$ cat config.mk
export PLATFORM = sky130hd
export DESIGN_NAME = pcie_port_width_partitioning
export DESIGN_NICKNAME = d
export VERILOG_FILES = /design/src/design/pcie_port_width_pkg.sv /design/src/design/pcie_port_width_partitioning.sv /design/src/design/port_width_trainer.sv
export SDC_FILE = /design/constraint.sdc
export NUM_CORES = 1
export LEC_CHECK = 0
export BUFFER_PORTS_ARGS = -buffer_cell sky130_fd_sc_hd__buf_2
export CORE_MARGIN = 1
export CORE_UTILIZATION = 54
export CTS_CLUSTER_SIZE = 40
export DETAILED_ROUTE_END_ITERATION = 12
export PLACE_DENSITY = 0.9
export SLEW_MARGIN = 20
export SYNTH_ARGS = -nofsm -noshare
export SYNTH_HDL_FRONTEND = slang
export SYNTH_SLANG_ARGS = --single-unit
$ cat constraint.sdc
create_clock -name i_clock -period 9.7 [get_ports i_clock]
set_input_delay 0.97 -clock i_clock [delete_from_list [all_inputs] [get_ports i_clock]]
set_output_delay 0.97 -clock i_clock [all_outputs]
set_load 0.02 [all_outputs]
$ cat src/design/pcie_port_width_pkg.sv
package pcie_port_width_pkg;

  localparam int NUM_PORTS = 7;
  localparam int NUM_PAIRS = 3;
  localparam int SB_PORT = 0;
  localparam int STRAP_W = 4;
  localparam int LANES = 4;
  localparam int LANE_IDX_W = 2;
  localparam int ID_W = 8;
  localparam int OWNER_W = 3;
  localparam int PM_MSG_W = 8;
  localparam int MAX_PAYLOAD_BYTES = 256;
  localparam int STRAP_SETTLE = 2;
  localparam int SETTLE_W = 2;

  localparam logic [LANE_IDX_W-1:0] LAST_LANE = 2'h3;
  localparam logic [LANES-1:0] LANES_ALL = 4'hf;
  localparam logic [LANES-1:0] LANES_NONE = 4'h0;

  localparam logic [STRAP_W-1:0] STRAP_AUTO = 4'hf;
  localparam int STRAP_MERGE23_BIT = 3;
  localparam int STRAP_MERGE45_BIT = 1;
  localparam int STRAP_MERGE67_BIT = 0;
  localparam logic [STRAP_W-1:0] STRAP_VALID_MASK = 4'h3;
  localparam logic [STRAP_W-1:0] STRAP_FIXED_LO = 4'h0;
  localparam logic [STRAP_W-1:0] STRAP_FIXED_HI = 4'h8;

  localparam logic [7:0] VC_MASK_VC0 = 8'h01;
  localparam logic [2:0] MAX_PAYLOAD_CODE = 3'h1;

  typedef enum logic [1:0] {
    WIDTH_NONE,
    WIDTH_X1,
    WIDTH_X4,
    WIDTH_X8
  } width_e;

  typedef struct packed {
    logic req;
    width_e width;
    logic [LANE_IDX_W-1:0] lane;
  } try_req_s;

  typedef struct packed {
    logic done;
    logic pass;
    logic id_valid;
    logic [ID_W-1:0] id;
  } try_rsp_s;

  typedef struct packed {
    logic up;
    logic failed;
    width_e width;
    logic merged_away;
    logic [OWNER_W-1:0] ctrl_owner;
  } port_stat_s;

  typedef struct packed {
    logic [7:0] vc_mask;
    logic isoch;
    logic ecrc_gen;
    logic ecrc_check;
    logic relaxed_order;
    logic aspm;
    logic l0s;
    logic can_power_down;
    logic pm_cap_present;
    logic [2:0] max_payload;
  } caps_s;

  typedef struct packed {
    logic valid;
    logic no_snoop;
    logic relaxed;
    logic uncorrectable;
  } inb_s;

  localparam caps_s CAPS_FIXED = '{
    vc_mask: VC_MASK_VC0,
    isoch: 1'b0,
    ecrc_gen: 1'b0,
    ecrc_check: 1'b0,
    relaxed_order: 1'b0,
    aspm: 1'b0,
    l0s: 1'b0,
    can_power_down: 1'b0,
    pm_cap_present: 1'b1,
    max_payload: MAX_PAYLOAD_CODE
  };

endpackage

$ cat src/design/pcie_port_width_partitioning.sv
// Functional notes
// - Ports four and five may merge to x8.
// - Ports six and seven may merge to x8.
// - Merged pair is controlled by lower port.
// - Halves train alone, merge on shared far ID.
// - Both ends step down until training succeeds.
// - Sampled width strap overrides autonomous decisions.
// - Low strap codes select four-to-seven pairing.
// - Codes 1000-1011 also merge ports two, three.
// - Strap 1111 leaves widths to negotiation.
// - Only x8, x4 and x1 widths attempted.
// - Start at native width, then fall back.
// - Wide links from lane zero; x1 anywhere.
// - Six general x4 ports plus south bridge port.
// - Only virtual channel zero offered.
// - No isochronous traffic support.
// - No end-to-end CRC generated or checked.
// - Strict ordering only, relaxed attribute ignored.
// - No-snoop inbound traffic skips cache snoop.
// - Forward PM messages, turn-off, collect acks.
// - No active state power management, no L0s.
// - Uncorrectable data goes out poisoned.
// - Largest payload is 256 bytes.
`timescale 1ns/1ps
`default_nettype none
module pcie_port_width_partitioning
  import pcie_port_width_pkg::*;
(
  input wire logic i_clock,
  input wire logic i_rst,
  input wire logic [STRAP_W-1:0] i_link_width_strap,
  input wire try_rsp_s [NUM_PORTS-1:0] i_try_rsp,
  output try_req_s [NUM_PORTS-1:0] o_try_req,
  output port_stat_s [NUM_PORTS-1:0] o_port_stat,
  output logic [NUM_PORTS-1:0][LANES-1:0] o_lane_en,
  output logic o_strap_taken,
  output logic [STRAP_W-1:0] o_strap_value,
  output logic o_strap_reserved,
  output logic o_autonomous,
  output caps_s o_caps,
  input wire inb_s i_inbound,
  output logic o_inb_valid,
  output logic o_snoop_req,
  output logic o_poison,
  output logic o_strict_order,
  input wire logic i_pme_turn_off,
  input wire logic [NUM_PORTS-1:0] i_pme_to_ack,
  output logic [NUM_PORTS-1:0] o_pme_turn_off_msg,
  output logic o_pme_all_acked,
  input wire logic i_pm_msg_valid,
  input wire logic [PM_MSG_W-1:0] i_pm_msg,
  output logic o_pm_fwd_valid,
  output logic [PM_MSG_W-1:0] o_pm_fwd_msg
);

  // Strap pins are asynchronous to the core clock.
  logic [STRAP_W-1:0] strap_meta_ff;
  logic [STRAP_W-1:0] strap_sync_ff;
  logic [SETTLE_W-1:0] settle_ff;
  logic strap_taken_ff;
  logic [STRAP_W-1:0] strap_ff;

  always_ff @(posedge i_clock or posedge i_rst) begin
    if (i_rst) begin
      strap_meta_ff <= '0;
      strap_sync_ff <= '0;
    end else begin
      strap_meta_ff <= i_link_width_strap;
      strap_sync_ff <= strap_meta_ff;
    end
  end

  // The async reset cannot load a pin, so the strap is taken once the
  // synchroniser has refilled after release and never again.
  wire settle_done = (settle_ff == SETTLE_W'(STRAP_SETTLE));
  wire take_strap = settle_done && !strap_taken_ff;

  always_ff @(posedge i_clock or posedge i_rst) begin
    if (i_rst) begin
      settle_ff <= '0;
    end else if (!settle_done) begin
      settle_ff <= SETTLE_W'(settle_ff + 1'b1);
    end
  end

  always_ff @(posedge i_clock or posedge i_rst) begin
    if (i_rst) begin
      strap_taken_ff <= 1'b0;
      strap_ff <= '0;
    end else if (take_strap) begin
      strap_taken_ff <= 1'b1;
      strap_ff <= strap_sync_ff;
    end
  end

  // Strap decode.
  wire strap_auto = (strap_ff == STRAP_AUTO);
  wire strap_lo_grp = ((strap_ff & ~STRAP_VALID_MASK) == STRAP_FIXED_LO);
  wire strap_hi_grp = ((strap_ff & ~STRAP_VALID_MASK) == STRAP_FIXED_HI);
  wire strap_fixed = strap_lo_grp || strap_hi_grp;
  wire strap_rsvd = !strap_fixed && !strap_auto;

  // Reserved codes fall back to all ports at x4, the safest partition.
  wire [NUM_PAIRS-1:0] strap_merge;
  assign strap_merge[0] = strap_fixed && strap_ff[STRAP_MERGE23_BIT];
  assign strap_merge[1] = strap_fixed && strap_ff[STRAP_MERGE45_BIT];
  assign strap_merge[2] = strap_fixed && strap_ff[STRAP_MERGE67_BIT];

  // Autonomous pairing, only used under the negotiation strap.
  logic [NUM_PAIRS-1:0] auto_merge_ff;
  logic [NUM_PAIRS-1:0] merge_now;
  logic [NUM_PAIRS-1:0] merge_prev_ff;
  logic [NUM_PORTS-1:0] id_valid_ff;
  logic [NUM_PORTS-1:0][ID_W-1:0] id_ff;
  logic [NUM_PORTS-1:0] up_w;
  logic [NUM_PORTS-1:0] failed_w;
  logic [NUM_PAIRS-1:0] pair_collapse;

  assign merge_now = strap_auto ? auto_merge_ff : strap_merge;

  // A change of pairing retrains both halves of that pair.
  wire [NUM_PAIRS-1:0] merge_change = merge_now ^ merge_prev_ff;

  always_ff @(posedge i_clock or posedge i_rst) begin
    if (i_rst) begin
      merge_prev_ff <= '0;
    end else begin
      merge_prev_ff <= merge_now;
    end
  end

  // Far link identity seen on each port during its own training.
  genvar p;
  generate
    for (p = 0; p < NUM_PORTS; p++) begin : g_id
      always_ff @(posedge i_clock or posedge i_rst) begin
        if (i_rst) begin
          id_valid_ff[p] <= 1'b0;
          id_ff[p] <= '0;
        end else if (i_try_rsp[p].id_valid) begin
          id_valid_ff[p] <= 1'b1;
          id_ff[p] <= i_try_rsp[p].id;
        end
      end
    end
  endgenerate

  genvar k;
  generate
    for (k = 0; k < NUM_PAIRS; k++) begin : g_pair
      localparam int LO = 2 * k + 1;
      localparam int HI = 2 * k + 2;
      // Both halves answering with one far identity means one device.
      assign pair_collapse[k] = strap_auto && !auto_merge_ff[k]
        && id_valid_ff[LO] && id_valid_ff[HI]
        && (id_ff[LO] == id_ff[HI]);

      always_ff @(posedge i_clock or posedge i_rst) begin
        if (i_rst) begin
          auto_merge_ff[k] <= 1'b0;
        end else if (pair_collapse[k]) begin
          auto_merge_ff[k] <= 1'b1;
        end
      end
    end
  endgenerate

  // Port index 0 is the south bridge port, 1 to 6 are ports two to seven.
  width_e [NUM_PORTS-1:0] native_w;
  logic [NUM_PORTS-1:0] enable_w;
  logic [NUM_PORTS-1:0] restart_w;
  logic [NUM_PORTS-1:0] merged_away_w;
  logic [NUM_PORTS-1:0][OWNER_W-1:0] owner_w;
  try_req_s [NUM_PORTS-1:0] req_w;

  assign native_w[SB_PORT] = WIDTH_X4;
  assign merged_away_w[SB_PORT] = 1'b0;
  assign owner_w[SB_PORT] = OWNER_W'(SB_PORT);
  assign restart_w[SB_PORT] = 1'b0;

  generate
    for (k = 0; k < NUM_PAIRS; k++) begin : g_native
      localparam int LO = 2 * k + 1;
      localparam int HI = 2 * k + 2;
      // The lower port of a merged pair runs x8; the upper one goes quiet.
      assign native_w[LO] = merge_now[k] ? WIDTH_X8 : WIDTH_X4;
      assign native_w[HI] = merge_now[k] ? WIDTH_NONE : WIDTH_X4;
      assign merged_away_w[LO] = 1'b0;
      assign merged_away_w[HI] = merge_now[k];
      assign owner_w[LO] = OWNER_W'(LO);
      assign owner_w[HI] = merge_now[k] ? OWNER_W'(LO) : OWNER_W'(HI);
      assign restart_w[LO] = merge_change[k];
      assign restart_w[HI] = merge_change[k];
    end
  endgenerate

  generate
    for (p = 0; p < NUM_PORTS; p++) begin : g_train
      assign enable_w[p] = strap_taken_ff && (native_w[p] != WIDTH_NONE);

      port_width_trainer u_trainer (
        .i_clock(i_clock),
        .i_rst(i_rst),
        .i_enable(enable_w[p]),
        .i_restart(restart_w[p]),
        .i_native(native_w[p]),
        .i_rsp(i_try_rsp[p]),
        .o_req(req_w[p]),
        .o_up(up_w[p]),
        .o_failed(failed_w[p])
      );
    end
  endgenerate

  assign o_try_req = req_w;

  // Lane usage follows the width being attempted or held.
  logic [NUM_PORTS-1:0][LANES-1:0] lane_sel;
  logic [NUM_PORTS-1:0][LANES-1:0] lane_en_ff;
  port_stat_s [NUM_PORTS-1:0] stat_ff;

  generate
    for (p = 0; p < NUM_PORTS; p++) begin : g_lane
      wire active = req_w[p].req || up_w[p];
      wire [LANES-1:0] one_lane = LANES'(1) << req_w[p].lane;
      if ((p % 2) == 0 && p != SB_PORT) begin : g_upper
        // Upper half of a pair lends its lanes to the lower port at x8.
        wire lo_x8 = merged_away_w[p] && (req_w[p-1].req || up_w[p-1])
          && (req_w[p-1].width == WIDTH_X8);
        assign lane_sel[p] = lo_x8 ? LANES_ALL
          : !active ? LANES_NONE
          : (req_w[p].width == WIDTH_X1) ? one_lane
          : LANES_ALL;
      end else begin : g_lower
        assign lane_sel[p] = !active ? LANES_NONE
          : (req_w[p].width == WIDTH_X1) ? one_lane
          : LANES_ALL;
      end

      always_ff @(posedge i_clock or posedge i_rst) begin
        if (i_rst) begin
          lane_en_ff[p] <= LANES_NONE;
          stat_ff[p] <= '0;
        end else begin
          lane_en_ff[p] <= lane_sel[p];
          stat_ff[p] <= '{
            up: up_w[p],
            failed: failed_w[p],
            width: up_w[p] ? req_w[p].width : WIDTH_NONE,
            merged_away: merged_away_w[p],
            ctrl_owner: owner_w[p]
          };
        end
      end
    end
  endgenerate

  assign o_lane_en = lane_en_ff;
  assign o_port_stat = stat_ff;

  logic auto_ff;
  logic rsvd_ff;

  always_ff @(posedge i_clock or posedge i_rst) begin
    if (i_rst) begin
      auto_ff <= 1'b0;
      rsvd_ff <= 1'b0;
    end else begin
      auto_ff <= strap_taken_ff && strap_auto;
      rsvd_ff <= strap_taken_ff && strap_rsvd;
    end
  end

  assign o_strap_taken = strap_taken_ff;
  assign o_strap_value = strap_ff;
  assign o_autonomous = auto_ff;
  assign o_strap_reserved = rsvd_ff;

  // Fixed capabilities advertised by every port.
  assign o_caps = CAPS_FIXED;

  // Inbound attribute handling.
  logic inb_valid_ff;
  logic snoop_ff;
  logic poison_ff;

  always_ff @(posedge i_clock or posedge i_rst) begin
    if (i_rst) begin
      inb_valid_ff <= 1'b0;
      snoop_ff <= 1'b0;
      poison_ff <= 1'b0;
    end else begin
      inb_valid_ff <= i_inbound.valid;
      snoop_ff <= i_inbound.valid && !i_inbound.no_snoop;
      poison_ff <= i_inbound.valid && i_inbound.uncorrectable;
    end
  end

  assign o_inb_valid = inb_valid_ff;
  assign o_snoop_req = snoop_ff;
  assign o_poison = poison_ff;
  // The relaxed attribute is accepted but never acted on.
  assign o_strict_order = 1'b1;

  // Turn-off broadcast and acknowledge collection over the ports that are up.
  logic [NUM_PORTS-1:0] turn_off_ff;
  logic [NUM_PORTS-1:0] ack_pend_ff;
  logic all_acked_ff;
  logic collecting_ff;

  wire [NUM_PORTS-1:0] ack_pend_next = ack_pend_ff & ~i_pme_to_ack;
  wire start_turn_off = i_pme_turn_off && !collecting_ff;

  always_ff @(posedge i_clock or posedge i_rst) begin
    if (i_rst) begin
      turn_off_ff <= '0;
      ack_pend_ff <= '0;
      collecting_ff <= 1'b0;
      all_acked_ff <= 1'b0;
    end else begin
      turn_off_ff <= start_turn_off ? up_w : '0;
      all_acked_ff <= 1'b0;
      if (start_turn_off) begin
        ack_pend_ff <= up_w;
        collecting_ff <= 1'b1;
      end else if (collecting_ff) begin
        ack_pend_ff <= ack_pend_next;
        if (ack_pend_next == '0) begin
          collecting_ff <= 1'b0;
          all_acked_ff <= 1'b1;
        end
      end
    end
  end

  assign o_pme_turn_off_msg = turn_off_ff;
  assign o_pme_all_acked = all_acked_ff;

  // Power messages pass straight through; the hub itself never sleeps.
  logic pm_valid_ff;
  logic [PM_MSG_W-1:0] pm_msg_ff;

  always_ff @(posedge i_clock or posedge i_rst) begin
    if (i_rst) begin
      pm_valid_ff <= 1'b0;
      pm_msg_ff <= '0;
    end else begin
      pm_valid_ff <= i_pm_msg_valid;
      if (i_pm_msg_valid) begin
        pm_msg_ff <= i_pm_msg;
      end
    end
  end

  assign o_pm_fwd_valid = pm_valid_ff;
  assign o_pm_fwd_msg = pm_msg_ff;

endmodule
`default_nettype wire

$ cat src/design/port_width_trainer.sv
`timescale 1ns/1ps
`default_nettype none
module port_width_trainer
  import pcie_port_width_pkg::*;
(
  input wire logic i_clock,
  input wire logic i_rst,
  input wire logic i_enable,
  input wire logic i_restart,
  input wire width_e i_native,
  input wire try_rsp_s i_rsp,
  output try_req_s o_req,
  output logic o_up,
  output logic o_failed
);

  typedef enum logic [1:0] {
    T_IDLE,
    T_WAIT,
    T_UP,
    T_FAIL
  } train_e;

  train_e state_ff;
  train_e nxt_state;
  width_e width_ff;
  width_e nxt_width;
  logic [LANE_IDX_W-1:0] lane_ff;
  logic [LANE_IDX_W-1:0] nxt_lane;

  wire last_lane = (lane_ff == LAST_LANE);

  // Only x8, x4 and x1 are ever attempted; a failure at x8 or x4 steps one width down, a failure at x1 moves to the next lane, or to T_FAIL on the last lane.
  always_comb begin
    nxt_state = state_ff;
    nxt_width = width_ff;
    nxt_lane = lane_ff;
    case (state_ff)
      T_IDLE: begin
        if (i_enable) begin
          nxt_state = T_WAIT;
          nxt_width = i_native;
          nxt_lane = '0;
        end
      end
      T_WAIT: begin
        if (i_rsp.done && i_rsp.pass) begin
          nxt_state = T_UP;
        end else if (i_rsp.done) begin
          case (width_ff)
            WIDTH_X8: nxt_width = WIDTH_X4;
            WIDTH_X4: nxt_width = WIDTH_X1;
            WIDTH_X1: begin
              // A single lane may form on any of the four positions.
              if (last_lane) begin
                nxt_state = T_FAIL;
              end else begin
                nxt_lane = LANE_IDX_W'(lane_ff + 1'b1);
              end
            end
            default: nxt_state = T_FAIL;
          endcase
        end
      end
      T_UP: begin
        // A dropped link retrains from the native width again.
        if (i_rsp.done && !i_rsp.pass) begin
          nxt_state = T_WAIT;
          nxt_width = i_native;
          nxt_lane = '0;
        end
      end
      T_FAIL: nxt_state = T_FAIL;
      default: nxt_state = T_IDLE;
    endcase
    if (i_restart || !i_enable) begin
      nxt_state = T_IDLE;
    end
  end

  always_ff @(posedge i_clock or posedge i_rst) begin
    if (i_rst) begin
      state_ff <= T_IDLE;
      width_ff <= WIDTH_NONE;
      lane_ff <= '0;
    end else begin
      state_ff <= nxt_state;
      width_ff <= nxt_width;
      lane_ff <= nxt_lane;
    end
  end

  assign o_req = '{req: (state_ff == T_WAIT), width: width_ff, lane: lane_ff};
  assign o_up = (state_ff == T_UP);
  assign o_failed = (state_ff == T_FAIL);

endmodule
`default_nettype wire

Word-level counts from Yosys, hierarchy flattened
Index checks and enable logic that the tools add are counted.
W data, S select, Z words.

storage, ports and cells
  flip-flop bits (word level) = 216
  bits in latches = 0
  memory bits (writable) = 0
  ROM bits = 0
  bits of input ports = 104
  word-level logic and storage cells = 568
  memories kept = 0

cells by class
  add/sub/neg operators = 8
  multiply operators = 0
  divide/modulo/power cells = 0
  magnitude comparators = 0
  equality and inequality tests = 138
  shift operators = 7
  mux-type cells = 189
  bitwise gates (word level) = 3
  reductions and logical operators = 134

operator list
  kind                   number
  $mux W2                123
  $pmux W2 S3            14
  $eq A2 B2 Y1 const B   37
  $mux W4                17
  $ne A2 B2 Y1 const B   29
  $pmux W2 S2            14
  $pmux W2 S4            7
  $reduce_and A7 Y1      7
  $logic_and A1 B1 Y1    48
  $ne A4 B2 Y1 const B   12
  $reduce_and A6 Y1      7
  $ne A3 B1 Y1 const B   13
  $ne A5 B2 Y1 const B   6
  $reduce_and A5 Y1      6
  $eq A2 B1 Y1 const B   14
  $shl A1 B2 Y4 const A  7
  $ne A2 B1 Y1 const B   13
  $eq A8 B8 Y1           3
  $logic_not A1 Y1       21
  $mux W7                3
  $ne A3 B3 Y1 const B   7
  $reduce_bool A3 Y1     7
  $add A2 B1 Y2 const B  8
  $logic_not A2 Y1       7
  14 further kinds       49

Depth between registers and ports, before layout
Gate-level depths: netlist (run 1).

  word-level depth = 11
  depth in mapped cells = 7

By module
From an unflattened synthesis (run 1), not the netlist that was laid out.

second synthesis, totals
  cell total of the unflattened synthesis = 859
  area, all modules = 9877.0 um^2

modules (own cells, without submodules)
  module                                         times used  cells an instance  area each (um^2)
  pcie_port_width_partitioning                   1           501                6449.9
  port_width_trainer (g_train[1].u_trainer ...)  6           51                 491.7
  port_width_trainer (g_train[0].u_trainer)      1           52                 476.7

Least setup slack after synthesis (run 1)
OpenSTA, ideal clock, no wires.

  kind = input to register
  start = in i_try_rsp[9] (netlist name)
  end = reg g_train[0].u_trainer.lane_ff[0]
  library setup time = 0.076 ns
  data arrival time = 2.038 ns
  data required time = 9.624 ns
  slack = 7.585 ns
  stages on the path = 4
  buffers on the path = 0
  cells stage by stage = nand2b_1 -> a221o_1 -> or4_1 -> o21ai_1

on the way
  longest elaborated chain between the ends = 4
  elaborated cells on any way between the ends = 6
  those cells by class = eq/ne (2); reduce/logical (4)

ends and longest elaborated chain
  element                               line                                RTL
  start, declared                       pcie_port_width_partitioning.sv:32  input wire try_rsp_s [NUM_PORTS-1:0] i_try_rsp,
  $logic_not A1 Y1                      port_width_trainer.sv:67            if (i_rsp.done && !i_rsp.pass) begin
  $logic_and A1 B1 Y1                   port_width_trainer.sv:67
  $ne A2 B2 Y1 (no source line)         n/a
  $reduce_and A7 Y1 (no source line) *  n/a
  end signal, assigned                  port_width_trainer.sv:89            lane_ff <= nxt_lane;
  end, declared                         port_width_trainer.sv:28            logic [LANE_IDX_W-1:0] lane_ff;

Every way passes the cells marked *; elsewhere a longest branch is shown, timed or not.
A chain may end at the register's enable or synchronous reset.

==> results of run 1 <==
==> cell type report <==
class                   instances  share of cell area [%]
multi-input cells             509                    33.9
repair buffers                229                    10.3
flip-flops and latches        207                    45.4
inverters                      55                    1.88
well taps                     225                    2.47
clock buffers                  32                    5.41
clock inverters                 4                   0.648
==> registers in the layout, indices dropped and copies added, names as in the netlist, 2 cells and up <==
register,cells
strap_meta_ff,4
auto_merge_ff,3
o_pme_turn_off_msg,7
g_train.u_trainer.width_ff,14
id_ff,48
o_lane_en,28
o_port_stat,35
o_pm_fwd_msg,8
id_valid_ff,6
o_strap_value,4
settle_ff,2
ack_pend_ff,7
g_train.u_trainer.lane_ff,14
g_train.u_trainer.state_ff,14
strap_sync_ff,4
==> worst max path at each step <==
stage / from / end / slack (ns) / depth (start not counted)
floorplan: i_rst / ack_pend_ff[0]$_DFFE_PP0P_ / 3.08 / 1
global placement: i_rst / o_lane_en[5]$_DFF_PP0_ / 6.96 / 3
detailed placement: i_rst / g_train[3].u_trainer.lane_ff[0]$_DFFE_PP0P_ / 6.92 / 3
CTS: g_train[6].u_trainer.state_ff[1]$_DFFE_PP0P_ / o_try_req[34] / 7.07 / 3
global route: g_train[6].u_trainer.state_ff[1]$_DFFE_PP0P_ / o_try_req[34] / 6.98 / 3
finish: g_train[6].u_trainer.state_ff[1]$_DFFE_PP0P_ / o_try_req[34] / 7.07 / 3
==> cell usage in the layout, fill, tap and decap left out, drive strengths merged, types with 3 or more instances in the layout <==
| cell type | count |
|---|---|
| nand4 | 14 |
| a21oi | 11 |
| mux2i | 6 |
| nor4 | 12 |
| nor2 | 18 |
| a21o | 5 |
| o22ai | 5 |
| and2 | 23 |
| a211o | 6 |
| clkbuf | 32 |
| xnor2 | 16 |
| a221oi | 9 |
| o211ai | 3 |
| ha | 57 |
| nor3b | 7 |
| a211oi | 5 |
| nand2 | 34 |
| nand3b | 8 |
| o21ai | 37 |
| dfrtp | 207 |
| buf | 229 |
| o21a | 14 |
| mux2 | 63 |
| nand3 | 10 |
| or3 | 4 |
| inv | 56 |
| nor3 | 4 |
| xor2 | 10 |
| conb | 33 |
| or2 | 15 |
| nor2b | 18 |
| a22o | 5 |
| o21bai | 5 |
| nand2b | 17 |
==> synth_stat cells (6+ instances only) <==
library cell,n
nand2_1,34
nor2_1,18
a21oi_1,11
or2_2,11
nor4_1,12
xnor2_1,16
xor2_1,10
mux2_2,63
o21a_1,14
and2_1,23
nand3b_1,8
o21ai_0,34
buf_4,41
clkbuf_1,12
nor2b_1,18
ha_1,57
dfrtp_1,207
nor3b_1,7
inv_1,52
mux2i_1,6
nand4_1,14
a221oi_1,9
nand2b_1,17
nand3_1,10
==> metrics by stage <==
stage | total power, mW | util [%] | worst slack (ns) | area [um2]
after detailed placement | 2.19 | 62.0 | 6.92 | 10700
after CTS | 3.01 | 66.0 | 7.07 | 11400
after global routing | 3.17 | 66.1 | 6.98 | 11400
after floorplan | 1.89 | - | 3.08 | 9610
after global placement | 2.15 | 62.0 | 6.96 | 10700
final | 3.00 | 66.1 | 7.07 | 11400
==> layer usage <==
| metal | GRT usage, % | up-vias |
|---|---|---|
| met2 | 37.5 | 216 |
| li1 | - | 3142 |
| met5 | 0 | - |
| met4 | 6.62 | 0 |
| met3 | 4.73 | 38 |
| met1 | 27.7 | 3291 |
==> power by group through the flow <==
| stage | Clock (mW) | Combinational, mW | Sequential, mW |
|---|---|---|---|
| floorplan | 0 | 0.571 | 1.32 |
| global placement | 0 | 0.966 | 1.18 |
| detailed placement | 0 | 0.998 | 1.19 |
| CTS | 0.828 | 1.01 | 1.18 |
| global route | 0.860 | 1.11 | 1.20 |
| finish | 0.814 | 1.01 | 1.18 |
==> kinds of logic after synthesis <==
kind of cell               count (synthesis)
DFF                                      207
AOI/OAI and AO/OA                        130
and+or+nand+nor                          194
other                                      2
adders and majority gates                 57
buffers and inverters                    109
muxes                                     69
xor gates and xnor gates                  26
==> worst max-delay path: cells and delay by family (launching register included) <==
family | cells | cell delay, ns
buf+inv | 2 | 0.36
fa+ha+maj | 1 | 0.41
flops | 1 | 0.40
==> out/summary.txt, run 1 <==
status -> finished clean
Fill cells -> 1,309
fin crit period -> 2.63 ns
NetSw -> 1.07 mW
Max VDD drop -> 0.148 mV
die area -> 0.0181 mm2
post-cts sizing count -> 0
Layout area overhead -> 20.1%
DP Wirelength -> 14.1 mm
worst hold path type -> reg2reg
Tcrit/Tclk final -> 27.1%
main combinational cell family by area after synthesis -> simple AND/OR/NAND/NOR gates
Final Slew Violations -> 0
Final Non-Filler Cells -> 1,261
IO Count -> 270
Fmax -> 380 MHz
DR iter-0 viols -> 278
largest net degree at the start of global routing -> 128
mux share of post-synthesis cell area -> 8.11%
hold depth -> 0
DRC errors left -> 0
internal power -> 1.93 mW
final net count -> 1,184
area of the multi-input gates -> 0.00386 mm2
slowest cell on the critical path -> ha_1
Mapped Area -> 0.00949 mm2
met3 WL -> 1.16 mm
share of cells above drive strength 1 -> 32.9%
CTS sink count -> 207
initial antenna violation count -> 0
router iterations before antenna repair -> 4
Max Clock Skew -> 0.00919 ns
WHS -> 0.345 ns
Vias per Instance -> 5.30
ys async rst share -> 100%
combinational share of power -> 33.5%
CTS buffer count -> 21
Top FF cell, synth -> dfrtp_1
Worst-Margin Slew -> 0.865 ns
Syn Area/Cell -> 12.0 um2
setup TNS -> 0 ns
XOR/XNOR Fraction of Synth Area -> 2.40%
site row count -> 48
reg2reg end -> g_train[0].u_trainer.lane_ff[0]$_DFFE_PP0P_
Reg power frac -> 39.3%
Std-Cell Core Area -> 0.0172 mm2
Yosys top cell by area -> dfrtp_1
WS Path Type -> reg2out
critical-path cell list -> inv_1, ha_1, buf_2
placer congestion estimate -> 0.858
total gr overflow -> 0
vias in the first global route -> 6,622
Max FO, Critical Path -> 13
start of the worst register-to-register path -> o_strap_taken$_DFFE_PP0P_
Root Driver -> clkbuf_16
met2 wire len -> 9.86 mm
Post-Synth Adder-Cell Area -> 7.51%
Seq/Total Area, Yosys -> 54.6%
M1 WL -> 8.08 mm
DR vias -> 6,687
Sequential Area -> 0.00518 mm2
final WL -> 19.6 mm
Initial Util -> 55.1%
Worst Min Path Start -> strap_meta_ff[1]$_DFF_PP0_
clock network fraction of design power -> 27.1%
placed cells -> 1,224
# setup viols final -> 0
worst skew pair latency -> 0.50 ns
Slew HR -> 42.3%
CTS tree -> yes
flop2flop setup slack -> 7.58 ns
CTS H-Tree Depth -> 1
highest metal used -> met4
reg2reg path depth -> 4
Buffers on Ports -> 227
Crit. End Element -> primary output
Die Height -> 135 um
post-CTS setup repair buffer count -> 0
clk buf depth -> 3
Avg WL per Cell -> 15.5 um
Post-Syn Instances -> 794
RSZ-0062 raised after global routing -> false
Leak Pwr -> 5.67 nW
Simple-Gate Fraction of Synth Area -> 11.6%
Post-synth EDFFs -> 0
die width -> 135 um
Synth top area share -> 54.6%
diodes inserted -> 0
startpoint type of the worst setup path -> flip-flop
CP required -> 8.73 ns
Max-Cap Viols -> 0
Hold-fix buffers, CTS -> 0
Ys Warns -> 0
Power Dens Cells -> 263 mW/mm2
Synth Area in Compound Gates -> 9.73%
first-pass GRT wire length -> 31.9 mm
Data arrival, critical path -> 1.66 ns
GR Util All Layers -> 21.8%
remaining antenna violation count -> 0
Sw Share -> 35.8%
Distinct cells, synth -> 65
FF+latch count, synth -> 207
CP max stage delay -> 0.41 ns
Final Hold Viols -> 0
hold worst-path end -> strap_sync_ff[1]$_DFF_PP0_
CTS clk-pin slew, worst paths -> 0.06 ns
ranking of synthesized cells by area -> dfrtp_1 (55%), ha_1 (7.5%), mux2_2 (7.5%)
Note: power is estimated with default switching activity, not from simulation.
==> run 2, diff against run 1 <==
--- a/config.mk
+++ b/config.mk
@@ -7,10 +7,10 @@
 export LEC_CHECK = 0
 export BUFFER_PORTS_ARGS = -buffer_cell sky130_fd_sc_hd__buf_2
 export CORE_MARGIN = 1
-export CORE_UTILIZATION = 54
+export CORE_UTILIZATION = 47
 export CTS_CLUSTER_SIZE = 40
 export DETAILED_ROUTE_END_ITERATION = 12
-export PLACE_DENSITY = 0.9
+export PLACE_DENSITY = 0.84
 export SLEW_MARGIN = 20
 export SYNTH_ARGS = -nofsm -noshare
 export SYNTH_HDL_FRONTEND = slang
==> constraint.sdc (replaced) <==
create_clock -name i_clock -period 2.35 [get_ports i_clock]
set_input_delay 0.235 -clock i_clock [delete_from_list [all_inputs] [get_ports i_clock]]
set_output_delay 0.235 -clock i_clock [all_outputs]
set_load 0.02 [all_outputs]
==> run 2 against run 1 <==
Compared with the run above: die area up 15%; clock power grew to 4.3 times the previous value; largest power group unchanged; global-route usage shrank 0.73 points; register-to-register slack worse by 7.3 ns; first-iteration DRC count down 13%; power increased to 4.2 times the previous value; core utilization is 4.1 points lower; critical path type is now reg2reg; final area rose by 7.0%; sequential share of layout area decreased by 3.0 points; final cell count up 9.0%.
==> out/summary.txt, run 2 (synthesis results as in run 1) <==
status -> finished clean (unchanged)
CTS clk-pin slew, worst paths -> 0.06 ns (about the same)
worst skew pair latency -> 0.50 ns (about the same)
DRC errors left -> 0 (unchanged)
CTS tree -> yes (unchanged)
CTS sink count -> 207 (unchanged)
critical-path cell list -> inv_1, ha_1, or2_0, a221o_1, or4_1, o21ai_1 (was inv_1, ha_1, buf_2)
CTS H-Tree Depth -> 1 (unchanged)
IO Count -> 270 (unchanged)
Leak Pwr -> 5.99 nW (was 5.67 nW)
CTS buffer count -> 23 (was 21)
post-cts sizing count -> 0 (unchanged)
DR iter-0 viols -> 242 (was 278)
GR Util All Layers -> 21.1% (was 21.8%)
placed cells -> 1,268 (was 1,224)
area of the multi-input gates -> 0.00386 mm2 (unchanged)
Critical Path Source -> g_train[0].u_trainer.state_ff[1]$_DFFE_PP0P_ (was g_train[6].u_trainer.state_ff[1]$_DFFE_PP0P_)
Layout area overhead -> 28.5% (was 20.1%)
initial antenna violation count -> 0 (unchanged)
WS Path Type -> reg2reg (was reg2out)
worst hold path type -> in2reg (was reg2reg)
Vias per Instance -> 5.04 (was 5.30)
CP max stage delay -> 0.49 ns (was 0.41 ns)
Largest register FFs -> 48 (unchanged)
Final Slew Violations -> 0 (unchanged)
first-pass GRT wire length -> 34.5 mm (was 31.9 mm)
most flop-heavy register -> id_ff (unchanged)
slowest cell on the critical path -> or4_1 (was ha_1)
Final Hold Viols -> 0 (unchanged)
startpoint type of the worst setup path -> flip-flop (unchanged)
die width -> 144 um (was 135 um)
Crit. End Element -> flip-flop (was primary output)
vias in the first global route -> 6,956 (was 6,622)
commonest cells after routing, fill and taps aside -> buf_2 (227), dfrtp_1 (207), dlygate4sd3_1 (67) (was buf_2 (227), dfrtp_1 (207), mux2_2 (63))
Die Height -> 144 um (was 135 um)
DR vias -> 6,933 (was 6,687)
CP required -> 2.78 ns (was 8.73 ns)
Buffers on Ports -> 227 (unchanged)
Max-Cap Viols -> 0 (unchanged)
Std-Cell Core Area -> 0.0197 mm2 (was 0.0172 mm2)
fin crit period -> 2.06 ns
die area -> 0.0208 mm2 (was 0.0181 mm2)
share of cells above drive strength 1 -> 31.5% (was 32.9%)
site row count -> 51 (was 48)
final WL -> 21.9 mm (was 19.6 mm)
placer congestion estimate -> 0.864 (was 0.858)
router iterations before antenna repair -> 4 (unchanged)
Root Driver -> clkbuf_16 (unchanged)
final core occ -> 62.0% (was 66.1%)
Post-Place Worst Slack -> 0.312 ns (was 6.92 ns)
total gr overflow -> 0 (unchanged)
clk buf depth -> 3 (unchanged)
Max Clock Skew -> 0.0122 ns (was 0.00919 ns)
Worst Min Path Start -> i_pme_to_ack[4] (was strap_meta_ff[1]$_DFF_PP0_)
Fmax -> 486 MHz
remaining antenna violation count -> 0 (unchanged)
DP Wirelength -> 14.3 mm (was 14.1 mm)
Tcrit/Tclk final -> 87.6%
start of the worst register-to-register path -> g_train[0].u_trainer.state_ff[1]$_DFFE_PP0P_ (was o_strap_taken$_DFFE_PP0P_)
Final Non-Filler Cells -> 1,375 (was 1,261)
Fill cells -> 1,523 (was 1,309)
Power Dens Cells -> 1030 mW/mm2 (was 263 mW/mm2)
RSZ-0062 raised after global routing -> false (unchanged)
Worst-Margin Slew -> 0.649 ns (was 0.865 ns)
Data arrival, critical path -> 2.49 ns (was 1.66 ns)
Initial Util -> 48.3% (was 55.1%)
Max VDD drop -> 0.772 mV (was 0.148 mV)
Avg WL per Cell -> 15.9 um (was 15.5 um)
diodes inserted -> 0 (unchanged)
largest net degree at the start of global routing -> 83 (was 128)
Sequential Area -> 0.00518 mm2 (unchanged)
commonest non-fill, non-tap cell in the layout -> buf_2 (unchanged)
PnR worst setup slack -> 0.290 ns (was 7.07 ns)
final net count -> 1,256 (was 1,184)
Max FO, Critical Path -> 9 (was 13)
# setup viols final -> 0 (unchanged)
Slew HR -> 56.5% (was 42.3%)
run 2: layer usage:
metal | global-route usage, % | routed length, um | share of wire [%] | up-vias
met1 | 24.2 | 8690 | 40 | 3367
met5 | 0 | 0 | 0 | -
met3 | 4.37 | 1250 | 5.7 | 43
li1 | - | - | - | 3300
met4 | 6.27 | 570 | 2.6 | 0
met2 | 39.2 | 11400 | 52 | 223
run 2: layout make-up:
class / count / area share, %
clock buffers: 33 / 5.52
clock inverters: 7 / 0.544
inverters: 55 / 1.72
multi-input cells: 509 / 31.7
flip-flops and latches: 207 / 42.5
well taps: 265 / 2.72
repair buffers: 299 / 15.3
run 2: power breakdown:
group | total [mW] | internal (mW) | switching [mW] | leakage [nW]
Sequential | 4.89 | 4.32 | 0.571 | 2.54
Clock | 3.48 | 2.09 | 1.39 | 0.365
Combinational | 4.22 | 1.68 | 2.54 | 3.08
Total | 12.6 | 8.09 | 4.50 | 5.99
run 2: per-stage QoR:
step	instance area, um2	hold WS [ns]	TNS [ns]	power, mW
final	12200	0.0564	0	12.6
after global routing	12200	0.0592	0	13.4
after CTS	12200	0.0201	0	12.7
after detailed placement	10800	0.245	0	9.05
after global placement	10800	0.236	0	8.91
after floorplan	9610	0.266	-118.25	7.81
run 2: what timing repair did:
item                      in CTS  in global routing
buffers inserted               0                  0
hold endpoints to repair      78                  0
hold buffers                  67                  0
run 2: path summary, 6_finish.rpt:
path / to / slack (ns) / cells after the start
hold / removal: ack_pend_ff[4]$_DFFE_PP0P_ / 0.06 / 3
min in group asynchronous: id_ff[47]$_DFFE_PP0P_ / 0.27 / 3
setup / recovery: g_train[0].u_trainer.lane_ff[0]$_DFFE_PP0P_ / 0.29 / 6
setup reg to reg: g_train[0].u_trainer.lane_ff[0]$_DFFE_PP0P_ / 0.29 / 6
hold reg to reg: strap_sync_ff[3]$_DFF_PP0_ / 0.35 / 0
max in group asynchronous: g_train[2].u_trainer.width_ff[0]$_DFFE_PP0P_ / 1.32 / 4
run 2: worst max-delay path: cells and delay by family, from the launching register on:
family	cells	cell delay [ns]
compound gates	2	0.49
buf+inv	1	0.08
simple gates	2	0.73
fa+ha+maj	1	0.29
flops	1	0.39
